**src/vic_pkg.sv**
```systemverilog
// shared constants of the combined vectored interrupt unit
// assumes one bus clock and a synchronous active-low reset
package vic_pkg;
   // ------------------------------------------------------------
   // sizes
   // ------------------------------------------------------------
   localparam int NUM_CHAN = 32;
   localparam int SUB_CHAN = 16;
   localparam int MAP_W    = 4;
   localparam int ID_W     = 5;
   localparam int ADDR_W   = 32;

   // ------------------------------------------------------------
   // vector table placement
   // ------------------------------------------------------------
   localparam logic [ADDR_W-1:0] VECT_BASE    = 32'h0000_0100;
   localparam logic [ADDR_W-1:0] VECT_DEFAULT = 32'h0000_0000;

   // ------------------------------------------------------------
   // registered state of the combiner
   // ------------------------------------------------------------
   typedef struct packed {
      logic              fast;
      logic              irq;
      logic              ack;
      logic              hit;
      logic [ID_W-1:0]   src;
      logic [ID_W-1:0]   chan;
      logic [ADDR_W-1:0] vect;
   } vic_state_t;
endpackage

```
**src/vic_sub_unit.sv**
```systemverilog
// one sixteen-channel vectored interrupt unit, purely combinational
// assumes requests and settings are on the bus clock
`timescale 1ns/1ps
module vic_sub_unit
   import vic_pkg::*;
(
   // sources and settings
   input  wire logic [SUB_CHAN-1:0]       src_req,
   input  wire logic [SUB_CHAN*MAP_W-1:0] chan_map,
   input  wire logic [SUB_CHAN-1:0]       chan_en,
   input  wire logic [SUB_CHAN-1:0]       chan_force,
   // result
   output logic      [SUB_CHAN-1:0]       chan_req,
   output logic                           any_req,
   output logic      [MAP_W-1:0]          win_chan,
   output logic      [MAP_W-1:0]          win_src
);
   // ------------------------------------------------------------
   // channel requests and fixed priority
   // ------------------------------------------------------------
   always_comb begin
      chan_req = '0;
      win_chan = '0;
      win_src  = '0;
      for (int c = 0; c < SUB_CHAN; c++) begin
         chan_req[c] = chan_en[c] & (src_req[chan_map[c*MAP_W +: MAP_W]] | chan_force[c]);
      end
      for (int c = SUB_CHAN - 1; c >= 0; c--) begin
         if (chan_req[c]) begin
            win_chan = MAP_W'(c);
            win_src  = chan_map[c*MAP_W +: MAP_W];
         end
      end
      any_req = |chan_req;
   end
endmodule // vic_sub_unit

```
**src/vic_combiner.sv**
```systemverilog
// combined vectored interrupt unit: two chained sub-units, fast path
// assumes all inputs come from logic on core_clk
`timescale 1ns/1ps

// Contract
// - 32 channels in, fast and normal out
// - primary and secondary sub-units merged
// - fast and normal requests raised side by side
// - fast path has no arbitration
// - any input selectable for fast path
// - normal request is OR of channels
// - channel 0 highest, 31 lowest
// - per-unit remap of source to channel
// - primary always outranks secondary
// - handler read returns source and vector
// - firmware can force any enabled channel
module vic_combiner
   import vic_pkg::*;
(
   // clock and reset
   input  wire logic                       core_clk,
   input  wire logic                       rst_n,
   // interrupt sources
   input  wire logic [NUM_CHAN-1:0]        irq_src,
   // settings
   input  wire logic                       fast_en,
   input  wire logic [ID_W-1:0]            fast_sel,
   input  wire logic [NUM_CHAN*MAP_W-1:0]  chan_map,
   input  wire logic [NUM_CHAN-1:0]        chan_en,
   input  wire logic [NUM_CHAN-1:0]        chan_force,
   // processor requests
   output logic                            fast_irq_out,
   output logic                            irq_out,
   // handler read port
   input  wire logic                       rd_req,
   output logic                            rd_ack,
   output logic                            rd_hit,
   output logic      [ID_W-1:0]            rd_src,
   output logic      [ID_W-1:0]            rd_chan,
   output logic      [ADDR_W-1:0]          rd_vect
);
   // ------------------------------------------------------------
   // fast path selection
   // ------------------------------------------------------------
   logic [NUM_CHAN-1:0] fast_mask;
   logic [NUM_CHAN-1:0] norm_src;
   logic                fast_hit;

   always_comb begin
      fast_mask = '0;
      if (fast_en) begin
         fast_mask[fast_sel] = 1'h1;
      end
      norm_src = irq_src & ~fast_mask;
      fast_hit = |(irq_src & fast_mask);
   end

   // ------------------------------------------------------------
   // two chained sub-units
   // ------------------------------------------------------------
   logic [SUB_CHAN-1:0] p_req;
   logic [SUB_CHAN-1:0] s_req;
   logic                p_any;
   logic                s_any;
   logic [MAP_W-1:0]    p_chan;
   logic [MAP_W-1:0]    s_chan;
   logic [MAP_W-1:0]    p_src;
   logic [MAP_W-1:0]    s_src;

   vic_sub_unit primary_irq_unit (
      .src_req    (norm_src[SUB_CHAN-1:0]),
      .chan_map   (chan_map[SUB_CHAN*MAP_W-1:0]),
      .chan_en    (chan_en[SUB_CHAN-1:0]),
      .chan_force (chan_force[SUB_CHAN-1:0]),
      .chan_req   (p_req),
      .any_req    (p_any),
      .win_chan   (p_chan),
      .win_src    (p_src)
   );

   vic_sub_unit secondary_irq_unit (
      .src_req    (norm_src[NUM_CHAN-1:SUB_CHAN]),
      .chan_map   (chan_map[NUM_CHAN*MAP_W-1:SUB_CHAN*MAP_W]),
      .chan_en    (chan_en[NUM_CHAN-1:SUB_CHAN]),
      .chan_force (chan_force[NUM_CHAN-1:SUB_CHAN]),
      .chan_req   (s_req),
      .any_req    (s_any),
      .win_chan   (s_chan),
      .win_src    (s_src)
   );

   logic [NUM_CHAN-1:0] req_vec;
   assign req_vec = {s_req, p_req};

   // ------------------------------------------------------------
   // merged state
   // ------------------------------------------------------------
   vic_state_t state_q;
   vic_state_t state_d;

   always_comb begin
      state_d = state_q;
      state_d.fast = fast_hit;
      state_d.irq  = p_any | s_any;
      state_d.ack  = rd_req;
      if (rd_req) begin
         state_d.hit  = p_any | s_any;
         state_d.src  = '0;
         state_d.chan = '0;
         state_d.vect = VECT_DEFAULT;
         if (p_any) begin
            state_d.src  = {1'h0, p_src};
            state_d.chan = {1'h0, p_chan};
         end else if (s_any) begin
            state_d.src  = {1'h1, s_src};
            state_d.chan = {1'h1, s_chan};
         end
         if (p_any | s_any) begin
            state_d.vect = VECT_BASE + {25'h0, state_d.chan, 2'h0};
         end
      end
   end

   always_ff @(posedge core_clk) begin
      if (!rst_n) begin
         state_q <= '0;
      end else begin
         state_q <= state_d;
      end
   end

   // ------------------------------------------------------------
   // outputs
   // ------------------------------------------------------------
   // fast has no arbitration stage
   assign fast_irq_out = state_q.fast;
   assign irq_out      = state_q.irq;
   assign rd_ack       = state_q.ack;
   assign rd_hit       = state_q.hit;
   assign rd_src       = state_q.src;
   assign rd_chan      = state_q.chan;
   assign rd_vect      = state_q.vect;
endmodule // vic_combiner

```
**config.mk**
```make
export PLATFORM = sky130hd
export DESIGN_NAME = vic_combiner
export DESIGN_NICKNAME = d
export VERILOG_FILES = /design/src/vic_pkg.sv /design/src/vic_sub_unit.sv /design/src/vic_combiner.sv
export SDC_FILE = /design/constraint.sdc
export NUM_CORES = 1
export LEC_CHECK = 0
export ABC_CLOCK_PERIOD_IN_PS = 5700
export BUFFER_PORTS_ARGS = -buffer_cell sky130_fd_sc_hd__buf_2
export CAP_MARGIN = 40
export CORE_UTILIZATION = 37
export DETAILED_ROUTE_END_ITERATION = 6
export SYNTH_ARGS = -nofsm -noshare
export SYNTH_HDL_FRONTEND = slang
export SYNTH_SLANG_ARGS = --single-unit
```
**constraint.sdc**
```tcl
create_clock -name core_clk -period 5.7 [get_ports core_clk]
set_input_delay 0.855 -clock core_clk [delete_from_list [all_inputs] [get_ports core_clk]]
set_output_delay 0.855 -clock core_clk [all_outputs]
set_load 0.01 [all_outputs]
```
After elaboration in Yosys (flattened, before gate mapping):

Index checks and enable logic that the tools add are counted.

* bits in latches: 0
* memory bits (writable): 0
* flip-flop bits (word level): 46
* ROM bits: 0
* output and inout bits: 46
* memories: 0
* logic and storage cells: 249
* input port bits: 233

* magnitude comparators: 34
* bitwise gates (word level): 68
* equality and inequality tests: 0
* reductions and logical operators: 4
* divide/modulo/power cells: 0
* multiply operators: 0
* shifts and indexed selects: 0
* add/sub/neg operators: 1
* mux-type cells: 135

Operators by type and width (number)
* 4-bit 2-to-1 mux: 64
* 4-bit by 5-bit < comparator with 1-bit output, second input constant: 32
* 1-bit binary-select mux with 4-bit select: 32
* 32-bit AND: 2
* 10-bit 2-to-1 mux: 4
* 1-bit 2-to-1 mux: 33
* 1-bit bitwise OR: 33
* 1-bit AND: 32
* 32-bit 2-to-1 mux: 1
* 32-bit inverter: 1
* 16-bit OR reduction: 2
* 32-bit OR reduction: 1
* 9-bit by 7-bit adder with 10-bit output, first input constant: 1
* 5-bit by 6-bit < comparator with 1-bit output, second input constant: 1
* 1-bit demux with 5-bit select: 1
* 5-bit by 1-bit greater-or-equal comparator with 1-bit output, second input constant: 1
* 1-bit logical AND: 1

Logic depth before layout (Yosys ltp):

* word-level depth: 32
* gate-level depth with buffers: 15
* depth with buffers taken out: 11

Cells and area by module:

Synthesis repeated with hierarchy kept, for this count alone.

* cells, all modules: 893
* area total of the unflattened synthesis: 8346.8 um^2

By module, submodules not included
* vic_sub_unit: cells each 343, seq. area each 0.0 um^2, area an instance 3359.5 um^2, instances 2
* vic_combiner: cells each 207, seq. area each 340.3 um^2, area an instance 1627.8 um^2, instances 1

Least setup slack after synthesis:

Ideal clock, no wire load.

* kind: input-to-reg
* start point: input fast_sel[0]
* end point: register state_q (netlist bit rd_src[3])
* stages: 14
* required time: 5583 ps
* slack: 2001 ps
* library setup time: 117 ps
* arrival time: 3582 ps
* path buffers: 3
* cell sequence: nand2b_2 buf_6 o21ai_0 clkbuf_1 mux4_2 mux2i_1 or3_2 and3_1 buf_6 nand2_2 o22ai_1 a2111oi_0 o21ai_1 a32o_1

* cells in the longest elaborated chain, start to end: 30
* elaborated cells between the ends (all ways): 173
* classes of those cells: order compare (2); mux (102); bitwise (66); reduce/logical (3)

Ends and longest elaborated chain
* start: declaration: RTL line vic_combiner.sv:27 `input wire logic [ID_W-1:0] fast_sel,`
* 5-bit by 6-bit < comparator with 1-bit output (not written as such) / 5-bit by 1-bit greater-or-equal comparator with 1-bit output (equally long branches): RTL line vic_combiner.sv:52 `fast_mask[fast_sel] = 1'h1;`
* 1-bit logical AND (not written as such): RTL line vic_combiner.sv:52
* 1-bit 2-to-1 mux (not written as such): RTL line vic_combiner.sv:52
* 1-bit demux with 5-bit select (*): RTL line vic_combiner.sv:52
* 32-bit 2-to-1 mux (*): RTL line vic_combiner.sv:51 `if (fast_en) begin`
* 32-bit inverter (*): RTL line vic_combiner.sv:54 `norm_src = irq_src & ~fast_mask;`
* 32-bit AND (*): RTL line vic_combiner.sv:54
* 1-bit binary-select mux with 4-bit select: RTL line vic_sub_unit.sv:26 `chan_req[c] = chan_en[c] & (src_req[chan_map[c*MAP_W +: MAP_W]] | chan_force[c]);`
* 1-bit 2-to-1 mux (not written as such): RTL line vic_sub_unit.sv:26
* 1-bit bitwise OR: RTL line vic_sub_unit.sv:26
* 1-bit AND: RTL line vic_sub_unit.sv:26
* 4-bit 2-to-1 mux (16 in series): RTL line vic_sub_unit.sv:29 `if (chan_req[c]) begin`
* 10-bit 2-to-1 mux: RTL line vic_combiner.sv:114 `end else if (s_any) begin`
* 10-bit 2-to-1 mux (*): RTL line vic_combiner.sv:111 `if (p_any) begin`
* 10-bit 2-to-1 mux (*): RTL line vic_combiner.sv:106 `if (rd_req) begin`
* end signal: assignment: RTL line vic_combiner.sv:128 `state_q <= state_d;`
* end: declaration: RTL line vic_combiner.sv:98 `vic_state_t state_q;`

Mark *: on every way between the ends. The rest lies on a longest branch, timed or not. The select of a mux whose other input is x is not followed.
A chain may end at the register's enable or synchronous reset.

Final worst setup path:

* start point: input fast_sel[2]
* end point: register state_q (netlist bit rd_src[0])

The elaborated chain is that of the path after synthesis.

==> impl_metrics.toml <==
[synth]
syn_inst = 979
yosysSeqAreaShare_pct = 4.000
synth_area_um2 = 8508
ys_seq_elements = 17
ys_warn_count = 0
async_flop_share_pct = 0
synth_edf_count = 0
synth_cell_type_count = 115
avgSynthCellArea_um2 = 8.691
synthFlopType = "dfxtp_1"

[floorplan]
fp.dieW_um = 153.6
coreArea_um2 = 22570
num_rows = 55
io_pins = 279
dieHeight_um = 153.6
start_util_pct = 37.69
dieArea_um2 = 23610

[cts]
clk_path_buf_depth = 2
postCtsSetupBuffers = 0
h-tree-depth = 1
clkSinkCount = 17
cts.repair.resized = 0
clk_latency_ps = 250
cts_tree = "built"
clk_pin_slew_ps = 50
cts_buffers = 3
cts-hold-fix-buffers = 0
root_buffer = "clkbuf_16"

[run_status]
status = "finished, final reports clean"

[worst_hold_path]
hp-class = "flip-flop to flip-flop"

[global_route]
grt.overflow.total = 0
track_usage_pct = 28.86
grt_max_degree = 26
grt_pass1_vias = 9515
grt_first_pass_wirelength_um = 53710
antenna_found_initial = 5

[sta]
fin_worst_skew_ps = 0
rsz0062_at_grt = "false"
maxSlewViolCount = 0
holdWs_ps = 443.9
max-slew-margin-rel_pct = 44.81
fin_crit_sh_pct = 82.43
finalHoldViolCount = 0
timing.final.crit_period_ps = 4698
setup_violations = 0
timing.fmax_ghz = 0.2128
final.setup.tns_ps = 0
worst_pin_slew_ps = 822.3

[run]
cap_violations = 0

[power_and_ir_drop]
p_leak_nw = 4.069
p_total_w = 0.001124
ir_drop_uv = 81.95
power_density_nw_per_um2 = 112.7

[routing]
ant_nets = 0
via_per_inst = 6.608
drt_wl_total_um = 35020
num_vias = 9793
drtIter0Drc = 853
drc = 0
drt-pass1-iter-count = 7
wl_per_cell_um = 23.63

[worst_setup_path]
end_kind = "flip-flop"
arrival_ps = 4830
cp_max_fo = 13
worstSetupPathType = "primary input to flip-flop"
crit_path_start_kind = "primary input"
worstPathRequired_ps = 5830

[finish]
nNetsFinal = 1426
final_common_cell = "buf_2"
areaGrowthSynthToFinish_pct = 17.25
drive_above_1_share_pct = 38.17
layout_common_cells = "buf_2, nor2_1, mux4_2"

[placed_design]
routabilityCongestion = 0.9603
place_hpwl_um = 27100
port_buffers = 252
stage by stage:
stage               util (%)  worst slack (ps)  cell area (um2)  instances
floorplan                  -              2001             8602       1004
global placement       43.74             736.8             9872       1472
detailed placement     43.79             808.7             9883       1473
CTS                    44.14              1051             9963       1477
global route           44.20             837.4             9976       1482
finish                 44.20              1002             9976       1482
logic make-up (layout without fill, tap and decap cells):
| logic type | after synthesis | count (layout) | synth area share [%] |
|---|---|---|---|
| mux | 148 | 148 | 34.47 |
| compound gates | 331 | 331 | 31.32 |
| flops | 17 | 17 | 4.000 |
| other cells | 1 | 31 | 0.04408 |
| buf+inv | 173 | 361 | 10.53 |
| simple gates | 309 | 309 | 19.63 |
area by class of cell:
cell class                      count  area (um2)
Clock inverter                      1       5.005
Inverter                           62       232.7
Multi-Input combinational cell    814        7366
Antenna cell                        5       12.51
Clock buffer                        3       75.07
Tap cell                          285       356.6
Fill cell                        2286       12600
Timing Repair Buffer              295        1588
Sequential cell                    17       340.3
critical path, cell delays in order:
cell       delay [ps]
buf_2             140
nand4bb_1         560
o21ai_2           750
mux4_2            360
mux2i_1            90
o311ai_2          560
o2111ai_1         350
a221oi_1          370
a31oi_1            90
a211o_1           340
a32oi_1           260
o31ai_2           100
cell usage after synthesis, types with 8 or more instances:
| cell type | count | area [um2] |
|---|---|---|
| a21oi_1 | 28 | 140.1 |
| inv_1 | 62 | 232.7 |
| nor3b_1 | 14 | 105.1 |
| o221ai_1 | 11 | 96.34 |
| mux2i_1 | 32 | 320.3 |
| mux2_2 | 9 | 101.4 |
| nand2_1 | 56 | 210.2 |
| buf_2 | 11 | 55.05 |
| o21a_1 | 10 | 75.07 |
| o21ai_1 | 26 | 130.1 |
| nor3_1 | 21 | 105.1 |
| buf_4 | 34 | 255.2 |
| o211ai_1 | 30 | 225.2 |
| mux4_2 | 80 | 1802 |
| o22ai_1 | 9 | 56.30 |
| dfxtp_1 | 17 | 340.3 |
| nand2b_1 | 9 | 56.30 |
| and2_1 | 8 | 50.05 |
| or3_1 | 11 | 68.82 |
| nand4_1 | 11 | 68.82 |
| mux4_1 | 27 | 709.4 |
| nor2b_1 | 14 | 87.58 |
| clkbuf_1 | 39 | 146.4 |
| o21ai_0 | 35 | 175.2 |
| nand3_1 | 15 | 75.07 |
| clkbuf_2 | 8 | 40.04 |
| buf_6 | 9 | 101.4 |
| a22oi_1 | 29 | 217.7 |
| o2111ai_1 | 20 | 175.2 |
| a31oi_1 | 11 | 68.82 |
| nor2_1 | 102 | 382.9 |
power by group:
part | leakage (nW) | switching, W | internal (W)
Combinational | 3.89 | 0.000479 | 0.000370
Clock | 0.0409 | 0.0000461 | 0.0000938
Sequential | 0.141 | 0.00000694 | 0.000129
registers in the layout (all words and copies together), names as in the netlist:
| name | cells |
|---|---|
| fast_irq_out | 1 |
| irq_out | 1 |
| rd_ack | 1 |
| rd_chan | 4 |
| rd_src | 4 |
| rd_vect | 6 |
layer usage:
metal / track usage, % / up-vias / share of wire, %
met1: 38.53 / 4766 / 41
met2: 47.10 / 569 / 47
met4: 12.62 / 0 / 3.5
met3: 3.213 / 88 / 8.4
met5: 0 / - / 0
li1: - / 4370 / -
path summary, 6_finish.rpt:
kind / start / cells past startpoint / slack [ps] / endpoint
max: fast_sel[2] / 12 / 1000 / rd_src[0]
min: rd_vect[2] / 2 / 440 / rd_vect[2]
max reg2reg: rd_src[0] / 4 / 4620 / rd_src[0]
min reg2reg: rd_vect[2] / 2 / 440 / rd_vect[2]
(Power assumes the default switching activity.)
